<file path="config.mk">
export PLATFORM = sky130hd
export DESIGN_NAME = idc_dac_ctrl
export DESIGN_NICKNAME = d
export VERILOG_FILES = /design/src/idc_pkg.sv /design/src/idc_sync.sv /design/src/idc_dac_ctrl.sv
export SDC_FILE = /design/constraint.sdc
export NUM_CORES = 1
export LEC_CHECK = 0
export ABC_AREA = 1
export BUFFER_PORTS_ARGS = -buffer_cell sky130_fd_sc_hd__buf_4
export CORE_AREA = 4 4 89 91
export DETAILED_ROUTE_END_ITERATION = 16
export DIE_AREA = 0 0 93 95
export PLACE_DENSITY = 0.68
export SLEW_MARGIN = 20
export SYNTH_ARGS = -nofsm -noshare
export SYNTH_HDL_FRONTEND = slang
export SYNTH_SLANG_ARGS = --single-unit
</file>
<file path="constraint.sdc">
create_clock -name clk -period 3.6 [get_ports clk]
set_input_delay 0.72 -clock clk [delete_from_list [all_inputs] [get_ports clk]]
set_output_delay 0.72 -clock clk [all_outputs]
set_load 0.02 [all_outputs]
</file>
<file path="src/idc_pkg.sv">
// Purpose: shared constants and carriers for the I2C DAC slave control block
// Assumes: clk at 200 MHz, synchronous active-high reset
// Notes:   power-mode encodings and exit delay live here
package idc_pkg;

  localparam int unsigned CLK_MHZ        = 200;
  localparam int unsigned EXIT_US_5V     = 14;
  localparam int unsigned EXIT_US_3V     = 17;
  localparam int unsigned EXIT_CYC_5V    = EXIT_US_5V * CLK_MHZ;
  localparam int unsigned EXIT_CYC_3V    = EXIT_US_3V * CLK_MHZ;

  localparam logic [4:0] ADDR_FIXED      = 5'h03;
  localparam logic [4:0] HS_MASTER_CODE  = 5'h01;
  localparam logic [15:0] WORD_RST       = 16'h0000;

  localparam int unsigned PM_POS         = 12;
  localparam int unsigned RSV_POS        = 14;

  localparam logic [1:0] STRAP_GND       = 2'h0;
  localparam logic [1:0] STRAP_VDD       = 2'h1;
  localparam logic [1:0] STRAP_OPEN      = 2'h2;

  typedef enum logic [1:0] {
    IDC_PM_NORMAL = 2'h0,
    IDC_PM_1K     = 2'h1,
    IDC_PM_100K   = 2'h2,
    IDC_PM_TRI    = 2'h3
  } idc_pm_e;

  typedef struct packed {
    logic amp_on;
    logic bias_on;
    logic string_on;
    logic term_1k;
    logic term_100k;
    logic out_valid;
  } idc_analog_s;

endpackage

</file>
<file path="src/idc_sync.sv">
// Purpose: three-stage synchroniser with agreement filter for one pin
// Assumes: input asynchronous to clk
// Notes:   stage one is read only by stage two
`timescale 1ns/1ps
module idc_sync (
  // Clock and reset
  input  wire logic clk,
  input  wire logic sys_rst,
  // Pin and filtered level
  input  wire logic pin_in,
  output logic      level
);

  typedef struct packed {
    logic s1;
    logic s2;
    logic s3;
    logic lv;
  } idc_sync_s;

  idc_sync_s st_ff;
  idc_sync_s nxt_st;

  always_comb begin
    nxt_st    = st_ff;
    nxt_st.s1 = pin_in;
    nxt_st.s2 = st_ff.s1;
    nxt_st.s3 = st_ff.s2;
    if (st_ff.s2 == st_ff.s3) begin
      nxt_st.lv = st_ff.s3;
    end
  end

  always_ff @(posedge clk) begin
    if (sys_rst) begin
      st_ff <= '{s1: 1'b1, s2: 1'b1, s3: 1'b1, lv: 1'b1};
    end else begin
      st_ff <= nxt_st;
    end
  end

  assign level = st_ff.lv;

endmodule // idc_sync

</file>
<file path="src/idc_dac_ctrl.sv">
// Purpose: I2C slave control of a single-channel voltage DAC
// Assumes: scl/sda sampled by clk; SDA open drain, oe high pulls low
// Notes:   strap encoding per idc_pkg STRAP_* values
`timescale 1ns/1ps
module idc_dac_ctrl #(
  parameter int unsigned CODE_BITS = 12,
  parameter bit          SUPPLY_3V = 1'b0
) (
  // Clock and reset
  input  wire logic              clk,
  input  wire logic              sys_rst,
  // I2C pins
  input  wire logic              scl_in,
  input  wire logic              sda_in,
  output logic                   sda_out,
  output logic                   sda_oe,
  // Address strap
  input  wire logic [1:0]        addr_strap,
  // Analog control
  output logic [CODE_BITS-1:0]   dac_code,
  output idc_pkg::idc_analog_s   analog,
  output logic [1:0]             power_mode,
  output logic                   hs_mode
);

  // Only the three documented resolutions fit the left-justified word
  if (CODE_BITS != 8 && CODE_BITS != 10 && CODE_BITS != 12) begin : g_bad_code_bits
    $error("CODE_BITS must be 8, 10 or 12");
  end

  localparam int unsigned EXIT_CYC = SUPPLY_3V ? idc_pkg::EXIT_CYC_3V : idc_pkg::EXIT_CYC_5V;

  typedef enum logic [2:0] {
    ST_IDLE, ST_ADDR, ST_ADDR_ACK, ST_WR, ST_WR_ACK, ST_RD, ST_RD_ACK, ST_IGNORE
  } idc_st_e;

  typedef struct packed {
    idc_st_e      st;
    logic         scl_d;
    logic         sda_d;
    logic [7:0]   sh;
    logic [3:0]   bitn;
    logic         byten;
    logic [15:0]  word;
    logic [15:0]  rd_word;
    logic         rd_fresh;
    logic         hs;
    logic         drive_low;
    logic [1:0]   strap_ad;
    logic         strap_ok;
    logic [15:0]  exit_cnt;
  } idc_state_s;

  idc_state_s st_ff;
  idc_state_s nxt_st;
  logic       scl_s;
  logic       sda_s;

  idc_sync u_scl (.clk(clk), .sys_rst(sys_rst), .pin_in(scl_in), .level(scl_s));
  idc_sync u_sda (.clk(clk), .sys_rst(sys_rst), .pin_in(sda_in), .level(sda_s));

  // Strap decode to the two low address bits
  function automatic logic [1:0] strap_bits(input logic [1:0] s);
    unique case (s)
      idc_pkg::STRAP_GND:  strap_bits = 2'h3;
      idc_pkg::STRAP_VDD:  strap_bits = 2'h0;
      default:             strap_bits = 2'h2;
    endcase
  endfunction

  logic scl_rise;
  logic scl_fall;
  logic start_c;
  logic stop_c;
  logic [1:0] pm;

  assign scl_rise = scl_s & ~st_ff.scl_d;
  assign scl_fall = ~scl_s & st_ff.scl_d;
  assign start_c  = scl_s & st_ff.scl_d & st_ff.sda_d & ~sda_s;
  assign stop_c   = scl_s & st_ff.scl_d & ~st_ff.sda_d & sda_s;
  assign pm       = st_ff.word[idc_pkg::PM_POS +: 2];

  always_comb begin
    nxt_st       = st_ff;
    nxt_st.scl_d = scl_s;
    nxt_st.sda_d = sda_s;
    // Strap caught once after reset release
    if (!st_ff.strap_ok) begin
      nxt_st.strap_ad = strap_bits(addr_strap);
      nxt_st.strap_ok = 1'b1;
    end
    // Exit delay restarts on every return to normal
    if (pm != 2'(idc_pkg::IDC_PM_NORMAL)) begin
      nxt_st.exit_cnt = 16'(EXIT_CYC);
    end else if (st_ff.exit_cnt != 16'h0000) begin
      nxt_st.exit_cnt = st_ff.exit_cnt - 16'h0001;
    end
    if (stop_c) begin
      nxt_st.st        = ST_IDLE;
      nxt_st.hs        = 1'b0;
      nxt_st.drive_low = 1'b0;
    end else if (start_c) begin
      nxt_st.st        = ST_ADDR;
      nxt_st.bitn      = 4'h0;
      nxt_st.drive_low = 1'b0;
    end else if (scl_rise) begin
      unique case (st_ff.st)
        ST_ADDR, ST_WR: begin
          nxt_st.sh   = {st_ff.sh[6:0], sda_s};
          nxt_st.bitn = st_ff.bitn + 4'h1;
        end
        ST_RD: nxt_st.bitn = st_ff.bitn + 4'h1;
        ST_RD_ACK: begin
          // Master NACK ends the read
          if (sda_s || st_ff.byten) begin
            nxt_st.st = ST_IGNORE;
          end
        end
        default: ;
      endcase
    end else if (scl_fall) begin
      unique case (st_ff.st)
        ST_ADDR: begin
          if (st_ff.bitn == 4'h8) begin
            if (st_ff.sh[7:3] == idc_pkg::HS_MASTER_CODE) begin
              nxt_st.hs = 1'b1;
              nxt_st.st = ST_IGNORE;
            end else if (st_ff.sh[7:1] == {idc_pkg::ADDR_FIXED, st_ff.strap_ad}) begin
              nxt_st.st        = ST_ADDR_ACK;
              nxt_st.drive_low = 1'b1;
            end else begin
              nxt_st.st = ST_IGNORE;
            end
          end
        end
        ST_ADDR_ACK: begin
          nxt_st.bitn  = 4'h0;
          nxt_st.byten = 1'b0;
          if (st_ff.sh[0]) begin
            nxt_st.st       = ST_RD;
            nxt_st.drive_low = ~st_ff.rd_word[15];
            nxt_st.rd_fresh = 1'b0;
            if (!st_ff.rd_fresh) begin
              nxt_st.rd_word   = 16'h0000;
              nxt_st.drive_low = 1'b1;
            end
          end else begin
            nxt_st.st        = ST_WR;
            nxt_st.drive_low = 1'b0;
          end
        end
        ST_WR: begin
          if (st_ff.bitn == 4'h8) begin
            nxt_st.st        = ST_WR_ACK;
            nxt_st.drive_low = 1'b1;
          end
        end
        ST_WR_ACK: begin
          nxt_st.drive_low = 1'b0;
          nxt_st.bitn      = 4'h0;
          if (!st_ff.byten) begin
            nxt_st.rd_word[15:8] = st_ff.sh;
            nxt_st.byten         = 1'b1;
            nxt_st.st            = ST_WR;
          end else begin
            // Commit only after second ack slot completes
            nxt_st.word     = {st_ff.rd_word[15:8], st_ff.sh};
            nxt_st.rd_word  = {st_ff.rd_word[15:8], st_ff.sh};
            nxt_st.rd_fresh = 1'b1;
            nxt_st.st       = ST_IGNORE;
          end
        end
        ST_RD: begin
          if (st_ff.bitn == 4'h8) begin
            nxt_st.st        = ST_RD_ACK;
            nxt_st.drive_low = 1'b0;
          end else begin
            nxt_st.drive_low = ~st_ff.rd_word[4'd15 - {1'b0, st_ff.bitn[2:0]} - (st_ff.byten ? 4'd8 : 4'd0)];
          end
        end
        ST_RD_ACK: begin
          nxt_st.byten     = 1'b1;
          nxt_st.bitn      = 4'h0;
          nxt_st.st        = ST_RD;
          nxt_st.drive_low = ~st_ff.rd_word[7];
        end
        default: ;
      endcase
    end
  end

  always_ff @(posedge clk) begin
    if (sys_rst) begin
      st_ff <= '{st: ST_IDLE, scl_d: 1'b1, sda_d: 1'b1, sh: 8'h00, bitn: 4'h0, byten: 1'b0,
                 word: idc_pkg::WORD_RST, rd_word: idc_pkg::WORD_RST, rd_fresh: 1'b0, hs: 1'b0,
                 drive_low: 1'b0, strap_ad: 2'h0, strap_ok: 1'b0, exit_cnt: 16'h0000};
    end else begin
      st_ff <= nxt_st;
    end
  end

  assign sda_out    = 1'b0;
  assign sda_oe     = st_ff.drive_low;
  assign dac_code   = st_ff.word[11 -: CODE_BITS];
  assign power_mode = pm;
  assign hs_mode    = st_ff.hs;

  always_comb begin
    analog           = '0;
    analog.amp_on    = (pm == 2'(idc_pkg::IDC_PM_NORMAL));
    analog.bias_on   = analog.amp_on;
    analog.string_on = analog.amp_on;
    analog.term_1k   = (pm == 2'(idc_pkg::IDC_PM_1K));
    analog.term_100k = (pm == 2'(idc_pkg::IDC_PM_100K));
    analog.out_valid = analog.amp_on && (st_ff.exit_cnt == 16'h0000);
  end

endmodule // idc_dac_ctrl

</file>
==> metrics.yaml, run 1 <==
power_and_ir_drop:
  total_power_mw: 2.529
  clock_power_share_pct: 32.6
  max-vdd-ir-drop_mv: 0.2665
  switching_share_pct: 32.83
  p_leak_nw: 1.852
  intPower_mw: 1.699
  power_density_nw_per_um2: 598.8
  p_comb_share_pct: 26.9
  pwr-share-seq_pct: 40.5
  switchingPower_uw: 830.4
detailed_routing:
  wirelength_met1_mm: 4.164
  ant_nets: 0
  drc: 0
  dr.max_layer_used: "met4"
  vias: 3445
  route.met2.wl_mm: 3.682
  wl_per_cell_um: 12.74
  met3WireLength_um: 448
  vias_per_cell: 5.204
  drt_wl_total_mm: 8.435
  drt-initial-drc-count: 256
  first_pass_iters: 5
logic_synthesis:
  synthCells: 548
  ys_types: 34
  async_reset_ff_share_pct: 0
  avgSynthCellArea_um2: 6.980
  syn_nets: 561
  ys_top_cells_by_area: "dfxtp_1, nand2_1, a21oi_1, nor2_1, inv_1"
  synth_area_um2: 3825
  synth_top_area_cell: "dfxtp_1"
  yosys.area.top_type_share_pct: 40.82
  ys.flop_type: "dfxtp_1"
  seq_area_frac_synth_pct: 40.82
  synth.ff_latch_count: 78
  yosysWarnings: 0
  synth_edf_count: 0
timing:
  rsz0062_at_grt: "false"
  fin_worst_skew_ps: 9.000
  fin_crit_ps: 2639
  setup-tns-final_ps: 0
  slew_headroom_pct: 47.73
  tightest_slew_ps: 779.8
  post-route-period-util_pct: 73.29
  hold_violations: 0
  final-setup-viol-count: 0
  drv_slew: 0
  max_freq_mhz: 379.0
final_layout:
  fill_cells: 706
  area_growth_pct: 10.44
  diodes: 0
  final_cell_mix: "nand2_1, dfxtp_1, nor2_1"
  drive_gt1_share_pct: 12.61
  fin_nets: 571
  final_common_cell: "nand2_1"
global_route:
  grt_overflow_total: 0
  grt.total_usage_pct: 20.40
  grt_start_max_net_pins: 36
  grt_pass1_vias: 3100
  antenna_found_initial: 0
  grt_pass1_wl_mm: 14.36
die:
  die_width_um: 93
  core_um2: 7137
  die-area_um2: 8835
  die_h_um: 95
  rows: 31
  pin_count: 29
  initial_core_util_pct: 53.59
cts:
  postCtsSetupRepairBufs: 0
  cts.repair.resized: 0
  htreeDepth: 3
  hold_buffers: 0
  cts_tree: "done"
  clk_pin_slew_ps: 80
  cts.sinks: 78
  cts_buffer_depth: 2
  clockRootBuffer: "clkbuf_8"
  insertion_delay_ps: 350
  cts_buffers: 9
run:
  maxCapViolCount: 0
worst_setup_path:
  crit_type: "flop to output pin"
  required_ps: 2880
  cp_data_arrival_time_ps: 1920
  crit_fanout: 5
  crit_path_end_kind: "output pin"
  startpoint_type: "flop"
place:
  portBuffers: 27
  globalplace.congestion: 0.8805
  hpwl_mm: 6.086
min_path:
  hold_path_class: "flop to flop"
status:
  outcome: "finished clean"
sequential cells by signal (all words and copies together), names as in the netlist:
| register | count |
|---|---|
| st_ff | 54 |
| dac_code | 12 |
| u_sda.st_ff | 1 |
| hs_mode | 1 |
| u_sda.nxt_st | 2 |
| sda_oe | 1 |
| u_scl.st_ff | 1 |
| power_mode | 2 |
| u_scl.level | 1 |
| u_scl.nxt_st | 2 |
| u_sda.level | 1 |
cells in the mapped netlist, types with 2 or more instances:
cell type and n:
nor2_2 3, inv_1 60, inv_2 7, a21oi_1 59, nor2_1 75, nand3_2 3, o211ai_1 2, o21ai_1 8
dfxtp_1 78, or2_2 8, xnor2_1 4, nand3_1 27, nand2_4 2, buf_2 4, nand2_1 103, a211oi_1 3
ha_1 7, nor3_1 9, buf_4 18, clkbuf_1 6, xor2_1 5, o21ai_0 42, nand3b_1 4
power groups by stage:
stage	combinational, mW	sequential [mW]	clock, mW
6_report	0.681	1.02	0.825
2_1_floorplan	0.558	1.02	0
3_3_place_gp	0.664	1.04	0
4_1_cts	0.678	1.02	0.842
3_5_place_dp	0.674	1.04	0
5_1_grt	0.780	1.03	0.879
kinds of logic after synthesis:
kind of cell / after synthesis / share of synthesized area, %
other: 1 / 0.09804
XOR/XNOR: 9 / 2.061
buffers and inverters: 96 / 11.51
AND/OR/NAND/NOR: 240 / 27.38
AO/OA/AOI/OAI: 117 / 15.83
flip-flops: 78 / 40.82
adder cells (fa/ha/maj): 7 / 2.290
layout make-up:
cell class | count | area (um^2) | share of cell area (%)
multi-input cells | 374 | 1823 | 43.16
flip-flops and latches | 78 | 1562 | 36.97
inverters | 67 | 251.5 | 5.954
repair buffers | 28 | 210.2 | 4.976
clock buffers | 10 | 137.6 | 3.258
well taps | 99 | 123.9 | 2.932
clock inverters | 6 | 116.4 | 2.755
per-stage QoR:
stage / util [%] / hold slack [ps] / instance area (um^2) / setup WS, ps / instances
detailed placement: 55.63 / 403.8 / 3970 / 1352 / 646
finish: 59.19 / 417.7 / 4224 / 961.4 / 662
global placement: 55.63 / 394.1 / 3970 / 1436 / 646
global route: 59.19 / 448.6 / 4224 / 747.4 / 662
floorplan: - / 389.5 / 3825 / 1467 / 548
CTS: 59.19 / 424.9 / 4224 / 954.7 / 662
metal layers:
layer / GRT usage [%] / vias to the layer above
met4: 7.448 / 0
met3: 4.382 / 13
li1: - / 1766
met5: 0 / -
met2: 31.37 / 102
met1: 28.21 / 1564
critical path, stage by stage (launching register included):
cell	delay, ps
dfxtp_1	330
inv_1	130
ha_1	260
nand2_1	110
nor3_1	290
nand2_1	150
nor2_1	140
buf_4	160
worst paths after layout:
kind                               from  cells after the start  slack [ps]                    endpoint
max               st_ff[0]$_SDFFE_PP0P_                      7         960                   analog[0]
min          u_sda.nxt_st[2]$_SDFF_PP1_                      1         420  u_sda.nxt_st[1]$_SDFF_PP1_
max reg2reg        st_ff[68]$_SDFF_PP1_                      7        1610      st_ff[66]$_SDFFE_PP0P_
min reg2reg  u_sda.nxt_st[2]$_SDFF_PP1_                      1         420  u_sda.nxt_st[1]$_SDFF_PP1_
(Power assumes the default switching activity.)
==> run 2: changes to the inputs <==
ABC_AREA = 0   (was 1)
CORE_AREA = 4 4 90 92   (was 4 4 89 91)
DIE_AREA = 0 0 94 96   (was 0 0 93 95)
PLACE_DENSITY = 0.7   (was 0.68)
clock period = 2.2 ns   (was 3.6 ns; I/O delays follow)
==> run 2 against run 1 <==
Net effect: combinational power increased by 81%; non-clock buffer count increased by 19; largest power group unchanged; setup slack got worse by 910 ps; global-route usage decreased by 2.5 points; cell count decreased by 18%; clock-buffer cell count unchanged; clock power increased by 43%; first-iteration DRC count decreased by 42%; cell area increased by 3.3%; power increased by 62%.
==> metrics.yaml, run 2 <==
status:
  outcome: "finished clean"
place:
  placed_cell_area_um2: 4084
  globalplace.congestion: 0.8619
  portBuffers: 27
  hpwl_mm: 5.459
cts:
  cts_tree: "done"
  hold_buffers: 0
  clockRootBuffer: "clkbuf_8"
  htreeDepth: 3
  cts.sinks: 78
  cts_buffer_depth: 2
  cts_buffers: 9
  clk_pin_slew_ps: 80
  insertion_delay_ps: 340
die:
  die_width_um: 94
  pin_count: 29
  initial_core_util_pct: 53.47
  core_um2: 7214
  rows: 31
  die-area_um2: 9024
  die_h_um: 96
power_and_ir_drop:
  power_density_nw_per_um2: 942.2
  total_power_mw: 4.110
  max-vdd-ir-drop_mv: 0.5904
  p_leak_nw: 1.739
timing:
  hold_violations: 0
  drv_slew: 0
  final-setup-viol-count: 0
  holdWs_ps: 287.1
  rsz0062_at_grt: "true"
  slew_headroom_pct: 61.81
  tightest_slew_ps: 564.0
  fin_crit_ps: 2149
  max_freq_mhz: 465.3
  fin_worst_skew_ps: 15.44
  post-route-period-util_pct: 97.69
final_layout:
  fill_cells: 645
  final_cell_mix: "dfxtp_1, nor2_1, buf_4"
  area_growth_pct: 13.07
  fin_nets: 455
  multi_input_area_um2: 2051
  top_register: "st_ff"
  drive_gt1_share_pct: 20.40
  diodes: 0
  regArea_um2: 1567
  largest_reg_flops: 54
  fin_area_um2: 4362
  finalCoreUtilization_pct: 60.46
  final_common_cell: "dfxtp_1"
worst_setup_path:
  cp.buffers_inverters: 1
  crit_type: "flop to output pin"
  crit_path_end_kind: "output pin"
  crit_family: "simple AND/OR/NAND/NOR gates"
  required_ps: 1760
  crit_chain: "nor4_4 -> nand4_2 -> or2_4 -> nor3_4 -> buf_6"
  slowest_stage: "dfxtp_4"
  startpoint_type: "flop"
  worst_path_largest_cell_delay_ps: 370
  cp_data_arrival_time_ps: 1710
  crit_fanout: 6
detailed_routing:
  first_pass_iters: 4
  vias: 2945
  drc: 0
  vias_per_cell: 5.404
  ant_nets: 0
  drt-initial-drc-count: 149
  drt_wl_total_mm: 7.619
  wl_per_cell_um: 13.98
global_route:
  grt.total_usage_pct: 17.85
  grt_overflow_total: 0
  grt_pass1_wl_mm: 12.85
  grt_pass1_vias: 2773
  grt_start_max_net_pins: 45
  antenna_found_initial: 0
logic_synthesis:
  ys_types: 63
  syn_nets: 437
  synthTopCellsByCount: "dfxtp_1, nor2_1, mux2i_1, a21oi_1"
  yosys.area.top_type_share_pct: 40.48
  seq_area_frac_synth_pct: 40.48
  ys_top_cells_by_area: "dfxtp_1, mux2i_1, nor2_1, buf_4, a21oi_1"
  avgSynthCellArea_um2: 9.098
  yosysWarnings: 0
  synthCells: 424
  synth_edf_count: 0
  synth_top_area_cell: "dfxtp_1"
  synth_area_um2: 3857
  synth_most_common_cell: "dfxtp_1"
  synth.ff_latch_count: 78
  ys.flop_type: "dfxtp_1"
  async_reset_ff_share_pct: 0
run:
  maxCapViolCount: 0
min_path:
  hold_path_class: "input pin to flop"
==> run 2: changes by cell type after synthesis, sizes merged, moves of 9 or more <==
cell    before  now
nand2      106   18
o21ai       51   14
clkbuf       6   15
mux2i        0   43
and2         0   11
nand3       30    9
nor2        79   66
a21oi       59   20
inv         67   11
==> run 2: final timing paths <==
path	from	slack, ps	end	cells after the start
setup / recovery	st_ff[4]$_SDFFE_PP0N_	50	analog[0]	5
hold / removal	addr_strap[0]	290	st_ff[18]$_SDFFE_PP0N_	2
setup reg to reg	st_ff[68]$_SDFF_PP1_	300	power_mode[1]$_SDFFE_PP0P_	7
hold reg to reg	u_sda.nxt_st[2]$_SDFF_PP1_	420	u_sda.nxt_st[1]$_SDFF_PP1_	1
==> run 2: layer usage <==
metal / wire length (um) / GRT usage (%) / up-vias
li1: - / - / 1502
met1: 3590 / 22.88 / 1378
met2: 3652 / 29.98 / 57
met3: 280 / 3.909 / 8
met4: 95 / 5.776 / 0
met5: 0 / 0 / -
==> run 2: final cells by class <==
class	instances	share of cell area, %
inverters	12	1.033
well taps	99	2.840
flip-flops and latches	78	35.92
repair buffers	47	8.176
multi-input cells	294	47.02
clock inverters	5	1.865
clock buffers	10	3.155
==> run 2: power by group <==
group	switching, mW	internal, mW
logic	0.617	0.616
registers	0.160	1.54
clock network	0.510	0.666
==> run 2: repair_timing <==
item | 4_1_cts | 5_1_grt
resized for setup | 2 | 6
setup buffers | 1 | 3
endpoints found under the setup margin | 1 | 1
pin swaps | 1 | 3
==> run 2: through the flow <==
stage	setup WS, ps	std cells	setup TNS (ps)
after global placement	298.5	526	0
after global routing	-51.92	545	-51.92
after CTS	38.72	542	0
after floorplan	117.3	424	0
final	50.73	545	0
after detailed placement	240.6	526	0
==> run 2: cells by family (layout without fill, tap and decap cells) <==
logic type | after synthesis | count (layout) | share of synthesized area (%)
and+or+nand+nor | 158 | 158 | 22.28
DFF | 78 | 78 | 40.48
AOI/OAI and AO/OA | 67 | 67 | 11.84
buffers and inverters | 52 | 74 | 7.006
muxes | 46 | 46 | 12.62
xor gates and xnor gates | 15 | 15 | 3.406
adders and majority gates | 7 | 7 | 2.270
other | 1 | 1 | 0.09721
==> run 3: changes to the inputs <==
SETUP_SLACK_MARGIN = 0.2   (was default)
==> run 3 against run 2 <==
Net effect: worst hold slack got worse by 18 ps; clock-buffer cell count decreased by 1; first-iteration DRC count increased by 12%; clock power decreased by 6%; sequential power about the same; global-route usage increased by 0.16 points; critical path depth unchanged; combinational power about the same; sequential share of layout area increased by 0.097 points; largest power group unchanged; setup slack improved by 52 ps.
==> metrics.yaml, run 3 (synthesis results as in run 2) <==
final_layout:
  area_growth_pct: 13.04
  final_cell_mix: "dfxtp_1, nor2_1, buf_4"
  top_register: "st_ff"
  fin_area_um2: 4360
  multi_input_area_um2: 2047
  final_common_cell: "dfxtp_1"
  fin_nets: 457
  fill_cells: 617
  drive_gt1_share_pct: 21.83
  final_cells: 548
  diodes: 0
  regArea_um2: 1570
  largest_reg_flops: 54
detailed_routing:
  wl_per_cell_um: 13.99
  met3WireLength_um: 302
  route.met2.wl_mm: 3.616
  dr.max_layer_used: "met4"
  first_pass_iters: 4
  ant_nets: 0
  vias_per_cell: 5.403
  vias: 2961
  drt-initial-drc-count: 167
  wirelength_met1_mm: 3.588
  drc: 0
  drt_wl_total_mm: 7.666
cts:
  htreeDepth: 3
  cts.sinks: 78
  insertion_delay_ps: 360
  cts_tree: "done"
  cts_buffers: 9
  cts_buffer_depth: 2
  clk_pin_slew_ps: 80
  clockRootBuffer: "clkbuf_8"
timing:
  tightest_slew_ps: 574.3
  fin_worst_skew_ps: 12.66
  rsz0062_at_grt: "true"
  max_freq_mhz: 476.9
  slew_headroom_pct: 61.71
  final-setup-viol-count: 0
  hold_violations: 0
  fin_crit_ps: 2097
  drv_slew: 0
  setup-tns-final_ps: 0
  post-route-period-util_pct: 95.31
worst_setup_path:
  cp_data_arrival_time_ps: 1660
  cp.buffers_inverters: 1
  crit_path_end_kind: "output pin"
  slowest_stage: "dfxtp_4"
  crit_chain: "nor4_4 -> nand4_2 -> or2_4 -> nor3_4 -> buf_6"
  required_ps: 1760
  startpoint_type: "flop"
  crit_fanout: 2
  crit_family: "simple AND/OR/NAND/NOR gates"
  crit_type: "flop to output pin"
  worst_path_largest_cell_delay_ps: 360
power_and_ir_drop:
  p_leak_nw: 1.742
  clock_power_share_pct: 27.7
  switchingPower_mw: 1.323
  p_comb_share_pct: 30.2
  pwr-share-seq_pct: 42.2
  intPower_mw: 2.674
  max-vdd-ir-drop_mv: 0.6014
  switching_share_pct: 33.10
  power_density_nw_per_um2: 916.7
run:
  maxCapViolCount: 0
place:
  hpwl_mm: 5.232
  globalplace.congestion: 0.8406
  portBuffers: 27
  placed_cell_area_um2: 4098
  placed_cells: 527
die:
  die_width_um: 94
  initial_core_util_pct: 53.47
  core_um2: 7214
  pin_count: 29
  rows: 31
  die-area_um2: 9024
  die_h_um: 96
global_route:
  grt_pass1_wl_mm: 12.92
  grt_start_max_net_pins: 57
  grt.total_usage_pct: 18.01
  antenna_found_initial: 0
  grt_overflow_total: 0
  grt_pass1_vias: 2795
status:
  outcome: "finished clean"
min_path:
  hold_path_class: "input pin to flop"
==> run 3: cell types whose count changed in the layout (fill, tap and decap cells not counted) <==
| cell | before | now |
|---|---|---|
| nor3_4 | 4 | 3 |
| ha_1 | 7 | 6 |
| nor3_2 | 1 | 2 |
| dfxtp_1 | 76 | 73 |
| dfxtp_2 | 1 | 4 |
| buf_4 | 46 | 48 |
| clkinv_4 | 0 | 1 |
| clkinvlp_4 | 1 | 0 |
| ha_2 | 0 | 1 |
| clkbuf_8 | 10 | 9 |
| bufinv_16 | 2 | 1 |
| inv_6 | 1 | 4 |
==> run 3: area by class of cell <==
type	count	area share [%]
Clock buffer	9	2.841
Timing Repair Buffer	49	8.522
Sequential cell	78	36.01
Clock inverter	7	1.808
Inverter	12	1.033
Tap cell	99	2.841
Multi-Input combinational cell	294	46.94
==> run 3: power groups by stage <==
stage | logic, mW | registers (mW) | clock network (mW)
floorplan | 0.848 | 1.69 | 0
finish | 1.21 | 1.69 | 1.11
CTS | 1.17 | 1.68 | 1.14
global route | 1.33 | 1.71 | 1.20
global placement | 1.05 | 1.71 | 0
detailed placement | 1.06 | 1.71 | 0
==> run 3: final timing paths <==
path | start | endpoint | slack (ps) | cells after the start
max | st_ff[4]$_SDFFE_PP0N_ | analog[0] | 100 | 5
min | sda_in | u_sda.nxt_st[2]$_SDFF_PP1_ | 270 | 2
max reg2reg | st_ff[4]$_SDFFE_PP0N_ | st_ff[12]$_SDFFE_PP0P_ | 300 | 6
min reg2reg | u_sda.nxt_st[2]$_SDFF_PP1_ | u_sda.nxt_st[1]$_SDFF_PP1_ | 410 | 1
==> run 3: repair_timing <==
item | 4_1_cts | 5_1_grt
hold endpoints to repair | 0 | 0
gates resized for setup | 6 | 4
hold buffers | 0 | 0
buffers inserted | 4 | 1
pin swaps | 3 | 2
setup endpoints to repair | 1 | 27
==> run 3: metal layers <==
| layer | GRT usage [%] | up-vias |
|---|---|---|
| met2 | 28.86 | 54 |
| li1 | - | 1503 |
| met3 | 4.769 | 19 |
| met4 | 6.859 | 0 |
| met1 | 23.29 | 1385 |
| met5 | 0 | - |
==> run 3: metrics by stage <==
step	power (mW)	hold WS, ps	setup slack [ps]	util, %
detailed placement	2.778	395.0	249.5	56.80
finish	3.997	269.1	103.1	60.44
global placement	2.756	396.9	261.3	56.80
floorplan	2.535	389.5	202.2	-
CTS	3.996	254.7	78.96	60.25
global route	4.231	255.7	-7.739	60.44
